--- config.mk ---
export PLATFORM = sky130hd
export DESIGN_NAME = wcio_mapper
export DESIGN_NICKNAME = d
export VERILOG_FILES = /design/src/verilog/wcio_pkg.sv /design/src/verilog/wcio_out_mux.sv /design/src/verilog/wcio_mapper.sv
export SDC_FILE = /design/constraint.sdc
export NUM_CORES = 1
export LEC_CHECK = 0
export BUFFER_PORTS_ARGS = -buffer_cell sky130_fd_sc_hd__buf_4
export CAP_MARGIN = 20
export CORE_AREA = 2 2 344 346
export DETAILED_ROUTE_END_ITERATION = 10
export DIE_AREA = 0 0 346 348
export PLACE_DENSITY = 0.37
export SLEW_MARGIN = 20
export SYNTH_ARGS = -nofsm -noshare
export SYNTH_HDL_FRONTEND = slang
export SYNTH_SLANG_ARGS = --single-unit
--- constraint.sdc ---
create_clock -name clk -period 2.8 [get_ports clk]
set_input_delay 0.56 -clock clk [delete_from_list [all_inputs] [get_ports clk]]
set_output_delay 0.56 -clock clk [all_outputs]
set_load 0.02 [all_outputs]
--- src/verilog/wcio_pkg.sv ---
// package: register offsets, selector encodings, sizes and reset values for the io mapper
package wcio_pkg;
    // ==========================================================
    // sizes
    localparam int NUM_INPUTS    = 32;
    localparam int NUM_OUTPUTS   = 24;
    localparam int NUM_ERRORS    = 96;
    localparam int NUM_ERR_OUTS  = 8;
    localparam int REG_WIDTH     = 16;
    localparam int REG_ADDR_W    = 16;
    localparam int ERR_SEL_W     = 4;
    localparam int ERR_IDX_W     = 7;
    localparam int FIRST_ERR_OUT = 16;
    // ==========================================================
    // holding register addresses
    localparam logic [15:0] REG_REMOTE_IN_LO  = 16'h038F;
    localparam logic [15:0] REG_REMOTE_IN_HI  = 16'h0390;
    localparam logic [15:0] REG_REMOTE_OUT_LO = 16'h0391;
    localparam logic [15:0] REG_REMOTE_OUT_HI = 16'h0392;
    localparam logic [15:0] REG_RESET_VALUE   = 16'h0000;
    localparam int          REMOTE_OUT_HI_USED = 8;
    // ==========================================================
    // output driver selection
    typedef enum logic [1:0] {
        WCIO_OUT_PRIMARY,
        WCIO_OUT_EVENT,
        WCIO_OUT_SEQUENCER,
        WCIO_OUT_REMOTE
    } wcio_out_sel_type;
    localparam logic [47:0] OUT_SEL_RESET = 48'h0000_0000_0000;
    localparam logic [31:0] IN_FUNC_RESET = 32'h0000_0000;
    localparam logic [31:0] IN_SRC_RESET  = 32'h0000_0000;
    localparam logic [7:0]  ERR_MAP_RESET = 8'h00;
    localparam logic [3:0]  ERR_NO_OUTPUT = 4'h0;
endpackage : wcio_pkg

--- src/verilog/wcio_out_mux.sv ---
// one programmable output: four-way driver selection
module wcio_out_mux (
    // selection
    input  wire wcio_pkg::wcio_out_sel_type sel,
    // candidate levels
    input  wire logic                       primary_level,
    input  wire logic                       event_level,
    input  wire logic                       sequencer_level,
    input  wire logic                       remote_level,
    // result
    output logic                            level
);
    import wcio_pkg::*;

    always_comb begin
        case (sel)
            WCIO_OUT_PRIMARY:   level = primary_level;
            WCIO_OUT_EVENT:     level = event_level;
            WCIO_OUT_SEQUENCER: level = sequencer_level;
            WCIO_OUT_REMOTE:    level = remote_level;
            default:            level = primary_level;
        endcase
    end
endmodule : wcio_out_mux

--- src/verilog/wcio_mapper.sv ---
// top: weld controller programmable input and output mapper
module wcio_mapper #(
    parameter int NUM_IN  = wcio_pkg::NUM_INPUTS,
    parameter int NUM_OUT = wcio_pkg::NUM_OUTPUTS
) (
    // clock and reset
    input  wire logic                              clk,
    input  wire logic                              srst,
    // holding register write and read port from the communication card
    input  wire logic                              reg_wr_en,
    input  wire logic [wcio_pkg::REG_ADDR_W-1:0]   reg_addr,
    input  wire logic [wcio_pkg::REG_WIDTH-1:0]    reg_wr_data,
    input  wire logic                              reg_rd_en,
    output logic [wcio_pkg::REG_WIDTH-1:0]         reg_rd_data,
    output logic                                   reg_rd_valid,
    output logic                                   reg_addr_err,
    // configuration from the menu store
    input  wire logic [wcio_pkg::NUM_INPUTS-1:0]   input_func_seq,
    input  wire logic [wcio_pkg::NUM_INPUTS-1:0]   input_src_remote,
    input  wire logic [2*wcio_pkg::NUM_OUTPUTS-1:0] output_sel,
    input  wire logic [wcio_pkg::NUM_ERR_OUTS-1:0] output_err_map_en,
    input  wire logic [wcio_pkg::NUM_ERRORS*wcio_pkg::ERR_SEL_W-1:0] err_route,
    // local input connector groups
    input  wire logic [15:0]                       local_group_a,
    input  wire logic [15:0]                       local_group_b,
    // status sources
    input  wire logic [wcio_pkg::NUM_OUTPUTS-1:0]  primary_status,
    input  wire logic [wcio_pkg::NUM_OUTPUTS-1:0]  event_status,
    input  wire logic [wcio_pkg::NUM_OUTPUTS-1:0]  sequencer_status,
    input  wire logic [wcio_pkg::NUM_ERRORS-1:0]   error_active,
    // mapped inputs
    output logic [wcio_pkg::NUM_INPUTS-1:0]        primary_func_in,
    output logic [wcio_pkg::NUM_INPUTS-1:0]        sequencer_in,
    output logic [wcio_pkg::NUM_INPUTS-1:0]        programmable_input,
    // mapped outputs
    output logic [wcio_pkg::NUM_OUTPUTS-1:0]       programmable_output
);
    import wcio_pkg::*;

    // ==========================================================
    // elaboration checks: counts are tied to the register layout
    if (NUM_IN != NUM_INPUTS) begin : g_bad_num_in
        $error("wcio_mapper: input count is fixed by the register layout");
    end
    if (NUM_OUT != NUM_OUTPUTS) begin : g_bad_num_out
        $error("wcio_mapper: output count is fixed by the register layout");
    end

    // ==========================================================
    // holding registers
    logic [REG_WIDTH-1:0] remote_input_low_word_q;
    logic [REG_WIDTH-1:0] remote_input_high_word_q;
    logic [REG_WIDTH-1:0] remote_output_low_word_q;
    logic [REG_WIDTH-1:0] remote_output_high_byte_q;

    // each register of a multiple-register write arrives as one strobe
    logic wr_in_lo;
    logic wr_in_hi;
    logic wr_out_lo;
    logic wr_out_hi;
    always_comb begin
        wr_in_lo  = reg_wr_en && (reg_addr == REG_REMOTE_IN_LO);
        wr_in_hi  = reg_wr_en && (reg_addr == REG_REMOTE_IN_HI);
        wr_out_lo = reg_wr_en && (reg_addr == REG_REMOTE_OUT_LO);
        wr_out_hi = reg_wr_en && (reg_addr == REG_REMOTE_OUT_HI);
    end

    always_ff @(posedge clk) begin
        if (srst) begin
            remote_input_low_word_q <= REG_RESET_VALUE;
        end else if (wr_in_lo) begin
            remote_input_low_word_q <= reg_wr_data;
        end
    end

    always_ff @(posedge clk) begin
        if (srst) begin
            remote_input_high_word_q <= REG_RESET_VALUE;
        end else if (wr_in_hi) begin
            remote_input_high_word_q <= reg_wr_data;
        end
    end

    always_ff @(posedge clk) begin
        if (srst) begin
            remote_output_low_word_q <= REG_RESET_VALUE;
        end else if (wr_out_lo) begin
            remote_output_low_word_q <= reg_wr_data;
        end
    end

    // whole word is stored and read back; only its low 8 bits drive outputs 16 to 23, the upper byte never reaches an output
    always_ff @(posedge clk) begin
        if (srst) begin
            remote_output_high_byte_q <= REG_RESET_VALUE;
        end else if (wr_out_hi) begin
            remote_output_high_byte_q <= reg_wr_data;
        end
    end

    // ==========================================================
    // read back and address check
    logic addr_hit;
    always_comb begin
        addr_hit = (reg_addr == REG_REMOTE_IN_LO) || (reg_addr == REG_REMOTE_IN_HI) ||
                   (reg_addr == REG_REMOTE_OUT_LO) || (reg_addr == REG_REMOTE_OUT_HI);
    end

    // answer strobes: one cycle after the access
    always_ff @(posedge clk) begin
        if (srst) begin
            reg_rd_valid <= 1'b0;
            reg_addr_err <= 1'b0;
        end else begin
            reg_rd_valid <= reg_rd_en && addr_hit;
            reg_addr_err <= (reg_rd_en || reg_wr_en) && !addr_hit;
        end
    end

    // read data holds until the next read
    always_ff @(posedge clk) begin
        if (srst) begin
            reg_rd_data <= REG_RESET_VALUE;
        end else if (reg_rd_en) begin
            case (reg_addr)
                REG_REMOTE_IN_LO:  reg_rd_data <= remote_input_low_word_q;
                REG_REMOTE_IN_HI:  reg_rd_data <= remote_input_high_word_q;
                REG_REMOTE_OUT_LO: reg_rd_data <= remote_output_low_word_q;
                REG_REMOTE_OUT_HI: reg_rd_data <= remote_output_high_byte_q;
                default:           reg_rd_data <= REG_RESET_VALUE;
            endcase
        end
    end

    // ==========================================================
    // input mapping
    logic [NUM_INPUTS-1:0] local_level;
    logic [NUM_INPUTS-1:0] remote_level;
    logic [NUM_INPUTS-1:0] in_level_d;
    logic [NUM_INPUTS-1:0] in_level_q;

    always_comb begin
        local_level  = {local_group_b, local_group_a};
        remote_level = {remote_input_high_word_q, remote_input_low_word_q};
        in_level_d   = (input_src_remote & remote_level) |
                       (~input_src_remote & local_level);
    end

    always_ff @(posedge clk) begin
        if (srst) begin
            in_level_q      <= IN_SRC_RESET;
            primary_func_in <= IN_FUNC_RESET;
            sequencer_in    <= IN_FUNC_RESET;
        end else begin
            in_level_q      <= in_level_d;
            primary_func_in <= in_level_d & ~input_func_seq;
            sequencer_in    <= in_level_d & input_func_seq;
        end
    end

    always_comb begin
        programmable_input = in_level_q;
    end

    // ==========================================================
    // error map onto the upper outputs
    logic [NUM_ERR_OUTS-1:0] err_map_level;
    always_comb begin
        err_map_level = ERR_MAP_RESET;
        for (int e = 0; e < NUM_ERRORS; e++) begin
            for (int o = 0; o < NUM_ERR_OUTS; o++) begin
                if (error_active[e] &&
                    err_route[e*ERR_SEL_W +: ERR_SEL_W] == 4'(o + 1)) begin
                    err_map_level[o] = 1'b1;
                end
            end
        end
    end

    // ==========================================================
    // output mapping
    logic [NUM_OUTPUTS-1:0] remote_out_bits;
    logic [NUM_OUTPUTS-1:0] primary_eff;
    logic [NUM_OUTPUTS-1:0] out_level_d;

    always_comb begin
        remote_out_bits = {remote_output_high_byte_q[REMOTE_OUT_HI_USED-1:0],
                           remote_output_low_word_q};
        primary_eff = primary_status;
        for (int o = 0; o < NUM_ERR_OUTS; o++) begin
            if (output_err_map_en[o]) begin
                primary_eff[FIRST_ERR_OUT+o] = err_map_level[o];
            end
        end
    end

    for (genvar g = 0; g < NUM_OUTPUTS; g++) begin : g_out
        wcio_out_mux u_mux (
            .sel             (wcio_out_sel_type'(output_sel[2*g +: 2])),
            .primary_level   (primary_eff[g]),
            .event_level     (event_status[g]),
            .sequencer_level (sequencer_status[g]),
            .remote_level    (remote_out_bits[g]),
            .level           (out_level_d[g])
        );
    end

    always_ff @(posedge clk) begin
        if (srst) begin
            programmable_output <= OUT_SEL_RESET[NUM_OUTPUTS-1:0];
        end else begin
            programmable_output <= out_level_d;
        end
    end
endmodule : wcio_mapper

==> impl_results.md <==
- Vias per inst: roughly 5
- CP top delay family: simple AND/OR/NAND/NOR gates
- Xor/xnor share of the synthesized area: 0
- Most frequent cells in the layout: buf_4, nand2_1, o22ai_1, dfxtp_1, nand2b_1
- Startpoint Class: input port
- Die Ht: 348 um
- Final WL: ~180 mm
- CP Data Required Time: ~3.2 ns
- Buf/Inv on CP: 3
- Fin area: 25900 sq um
- Critical Path End Type: register
- Power Internal: approximately 6.1 mW
- Seq pwr share: 0.306
- Sequential share of the synthesized area: 0.269
- R2R cell count: 5
- Yosys warnings: 0
- Core box area: 117000 sq um
- Cell variety after synth: 64
- Adder-cell area share of the yosys netlist: 0
- H-tree depth: 1
- Total Power: between 9 and 10 mW
- CTS tree: built
- Max Cap Viol: 0
- CP max-delay cell: nor4_1
- Setup WS post-layout: -0.220 ns
- Share of cells above drive strength 1: 0.409
- Dpl hpwl: between 150 and 200 mm
- Critical path fanouts, max: 4
- Antenna-violating nets left: 0
- Dominant synthesized flop cell: dfxtp_1
- # nets final: approximately 3800
- Met1 Wirelength: 77.9 mm
- Post-synth EDFFs: 0
- Setup WS pre-CTS: -0.521 ns
- Final period util: 1.08
- Placed instance area: between 20000 and 30000 sq um
- Post-synthesis to final-layout area growth: 72.5%
- # setup viols final: 1
- Clock Skew: ~0.028 ns
- Max Root-Sink Buffers: 3
- Vias in the first global route: ~23000
- Net Sw Frac: 0.367
- Final Max Slew Viols: 0
- Worst r2r src: remote_output_high_byte_q[0]
- DR top layer: met5
- Leakage: about 10 nW
- Final Hold Fails: 0
- Switching power: 3.56 mW
- Worst-path clk slew: roughly 0.07 ns
- Fin Setup TNS: -0.220 ns
- Synthesized area: about 15000 sq um
- Largest net degree at the start of global routing: between 40 and 50
- Critical path class: input port to register
- Unrepaired setup endpoints after global routing: no
- Most common cell after layout, fill and taps aside: buf_4
- Seq cells post-synth: 202
- Clock Power Share: 0.335
- Violated checks: setup timing
- Util after Layout: 0.222
- Compound-Gate Fraction of Synth Area: 0.177
- Iter 0 DRT Violations: between 2000 and 3000
- Mapped Nets: about 2700
- Simple-Gate Fraction of Synth Area: 0.475
- Sink Count: just over 200
- Hold Crit Depth: 2
- Clock latency on the worst-skew pair: around 0.56 ns
- Post-synthesis mux area share: 0.0642
- TritonCTS Buffers: 24
- Hold_ws: about 0.17 ns
- CP arrival: around 3.4 ns
- Critical Path, Cell by Cell: buf_4 -> buf_4 -> nand2_1 -> o22ai_1 -> buf_4 -> nor4_1 -> nand4_1 -> nor4_1 -> a211oi_1
- I/O pin cnt: 878
- Max transition margin: 0.233
- Post-synthesis async set-or-reset flop share: 0
- Initial antenna violation count: 35
- DR pass1 iterations: 6
- Synthesized area per cell: 7.60 sq um
- FMAX: 331 MHz
- Cells after DPL: around 4600
- R2r setup slk: 0.05 ns
- Die width: roughly 350 um
- Gates resized, CTS repair: 0
- Vias: 23282
- Syn Inst Count: ~2000
- WL/cell: between 30 and 40 um
- First-pass GRT wire length: 223 mm
- Crit path time final: 3.02 ns
- Largest family of logic cells by synthesized area: simple AND/OR/NAND/NOR gates
- CP peak stage delay: between 0.8 and 0.9 ns
- Core Rows: 126
- Worst Hold Class: input port to register
- Total track usage: 0.278
- Die area: about 120000 sq um
- DRC violations left: 0
- Crit path top cell by count: buf_4
- Initial Util: 0.129
- Worst r2r dst: programmable_output[16]
- Worst-Margin Slew: 1.14 ns
- GRT overflow: 0
- P per Cell Area: 374 nW/um^2
- Met3 WL: 18.1 mm
- Wire length on met2: 73.6 mm
- GPL Wtd Cong: between 1 and 1.5
- Finished Layout Cells: 4620
- Hold path endpoint: primary_func_in[21]
- Status: finished with violations
- Setup bufs post-CTS: 0
- Quantity of I/O buffers inserted on ports: ~880
- VDD IR max: approximately 0.29 mV
- Hold Buf Count CTS: 0
- Gate power share: 0.359
- Root Driver: clkbuf_16
- Hold Startpoint: input_func_seq[21]
[cell usage after synthesis, drive strengths merged, types with 4 or more instances]
library cell / count / area [sq um]
a22o: 19 / 166
nand2: 261 / 980
nand3: 48 / 245
and2: 34 / 213
o21ai: 29 / 145
dfxtp: 202 / 4040
or3: 5 / 31.3
o22ai: 225 / 1410
a21oi: 57 / 285
nor4b: 23 / 201
buf: 13 / 73.8
nand3b: 104 / 785
clkbuf: 25 / 95.1
inv: 14 / 52.6
and4: 5 / 43.8
nand4b: 5 / 43.8
nor3b: 8 / 60.1
nor2: 111 / 419
nor3: 145 / 726
mux2i: 56 / 561
a221oi: 17 / 149
or4: 6 / 45.0
o32ai: 24 / 210
and3: 4 / 25.0
nand4: 27 / 169
mux4: 16 / 360
and4b: 5 / 50.1
a211oi: 6 / 45.0
or3b: 85 / 744
mux2: 4 / 45.0
nor2b: 23 / 144
nor4: 165 / 1080
nand2b: 171 / 1070
[worst max path at each step]
stage | startpoint | end | slack (ns) | cells past startpoint
global placement | err_route[41] | programmable_output[18] | -0.59 | 9
detailed placement | err_route[41] | programmable_output[18] | -0.52 | 9
finish | err_route[41] | programmable_output[18] | -0.22 | 9
floorplan | reg_addr[13] | remote_output_high_byte_q[10] | 0.61 | 8
CTS | remote_output_high_byte_q[0] | programmable_output[16] | 0.004 | 5
global route | err_route[41] | programmable_output[18] | 0.05 | 9
[sequential cells by signal, summed over array words and instances (netlist names), 16 cells and up]
| signal | cells |
|---|---|
| remote_input_low_word_q | 16 |
| reg_rd_data | 16 |
| sequencer_in | 32 |
| remote_input_high_word_q | 16 |
| remote_output_low_word_q | 16 |
| primary_func_in | 32 |
| remote_output_high_byte_q | 16 |
| programmable_input | 32 |
| programmable_output | 24 |
[cell type report]
cell class / instances / area (sq um)
timing repair buffer: 1089 / 8270
sequential: 202 / 4040
clock buffer: 31 / 657
fill: 13370 / 91000
antenna: 10 / 25.0
clock inverter: 13 / 123
multi-input combinational: 1725 / 10800
inverter: 14 / 52.6
tap: 1536 / 1920
[worst reg2reg max path, cell delays in order, from the launching register on]
cell     delay [ns]
dfxtp_1        0.41
mux2_2         0.32
a21oi_1        0.47
o21ai_0        0.51
nor4_2         0.77
a21oi_1        0.16
[per-layer routing]
metal,up-vias,track usage
met3,265,0.0885
li1,9933,-
met5,-,0
met1,11516,0.380
met2,1544,0.413
met4,24,0.0872
[cells by family after synthesis]
family,Yosys count
DFF,202
buffers and inverters,52
muxes,76
AOI/OAI and AO/OA,406
and+or+nand+nor,1243
[power by group through the flow]
stage | registers [mW] | clock network [mW] | logic [mW]
floorplan | 3.11 | 0 | 0.805
global placement | 3.03 | 0 | 3.35
detailed placement | 3.03 | 0 | 3.33
CTS | 2.97 | 3.37 | 3.34
global route | 2.97 | 3.48 | 3.52
finish | 2.97 | 3.24 | 3.48
No activity file was read; power rests on OpenSTA's default activity.
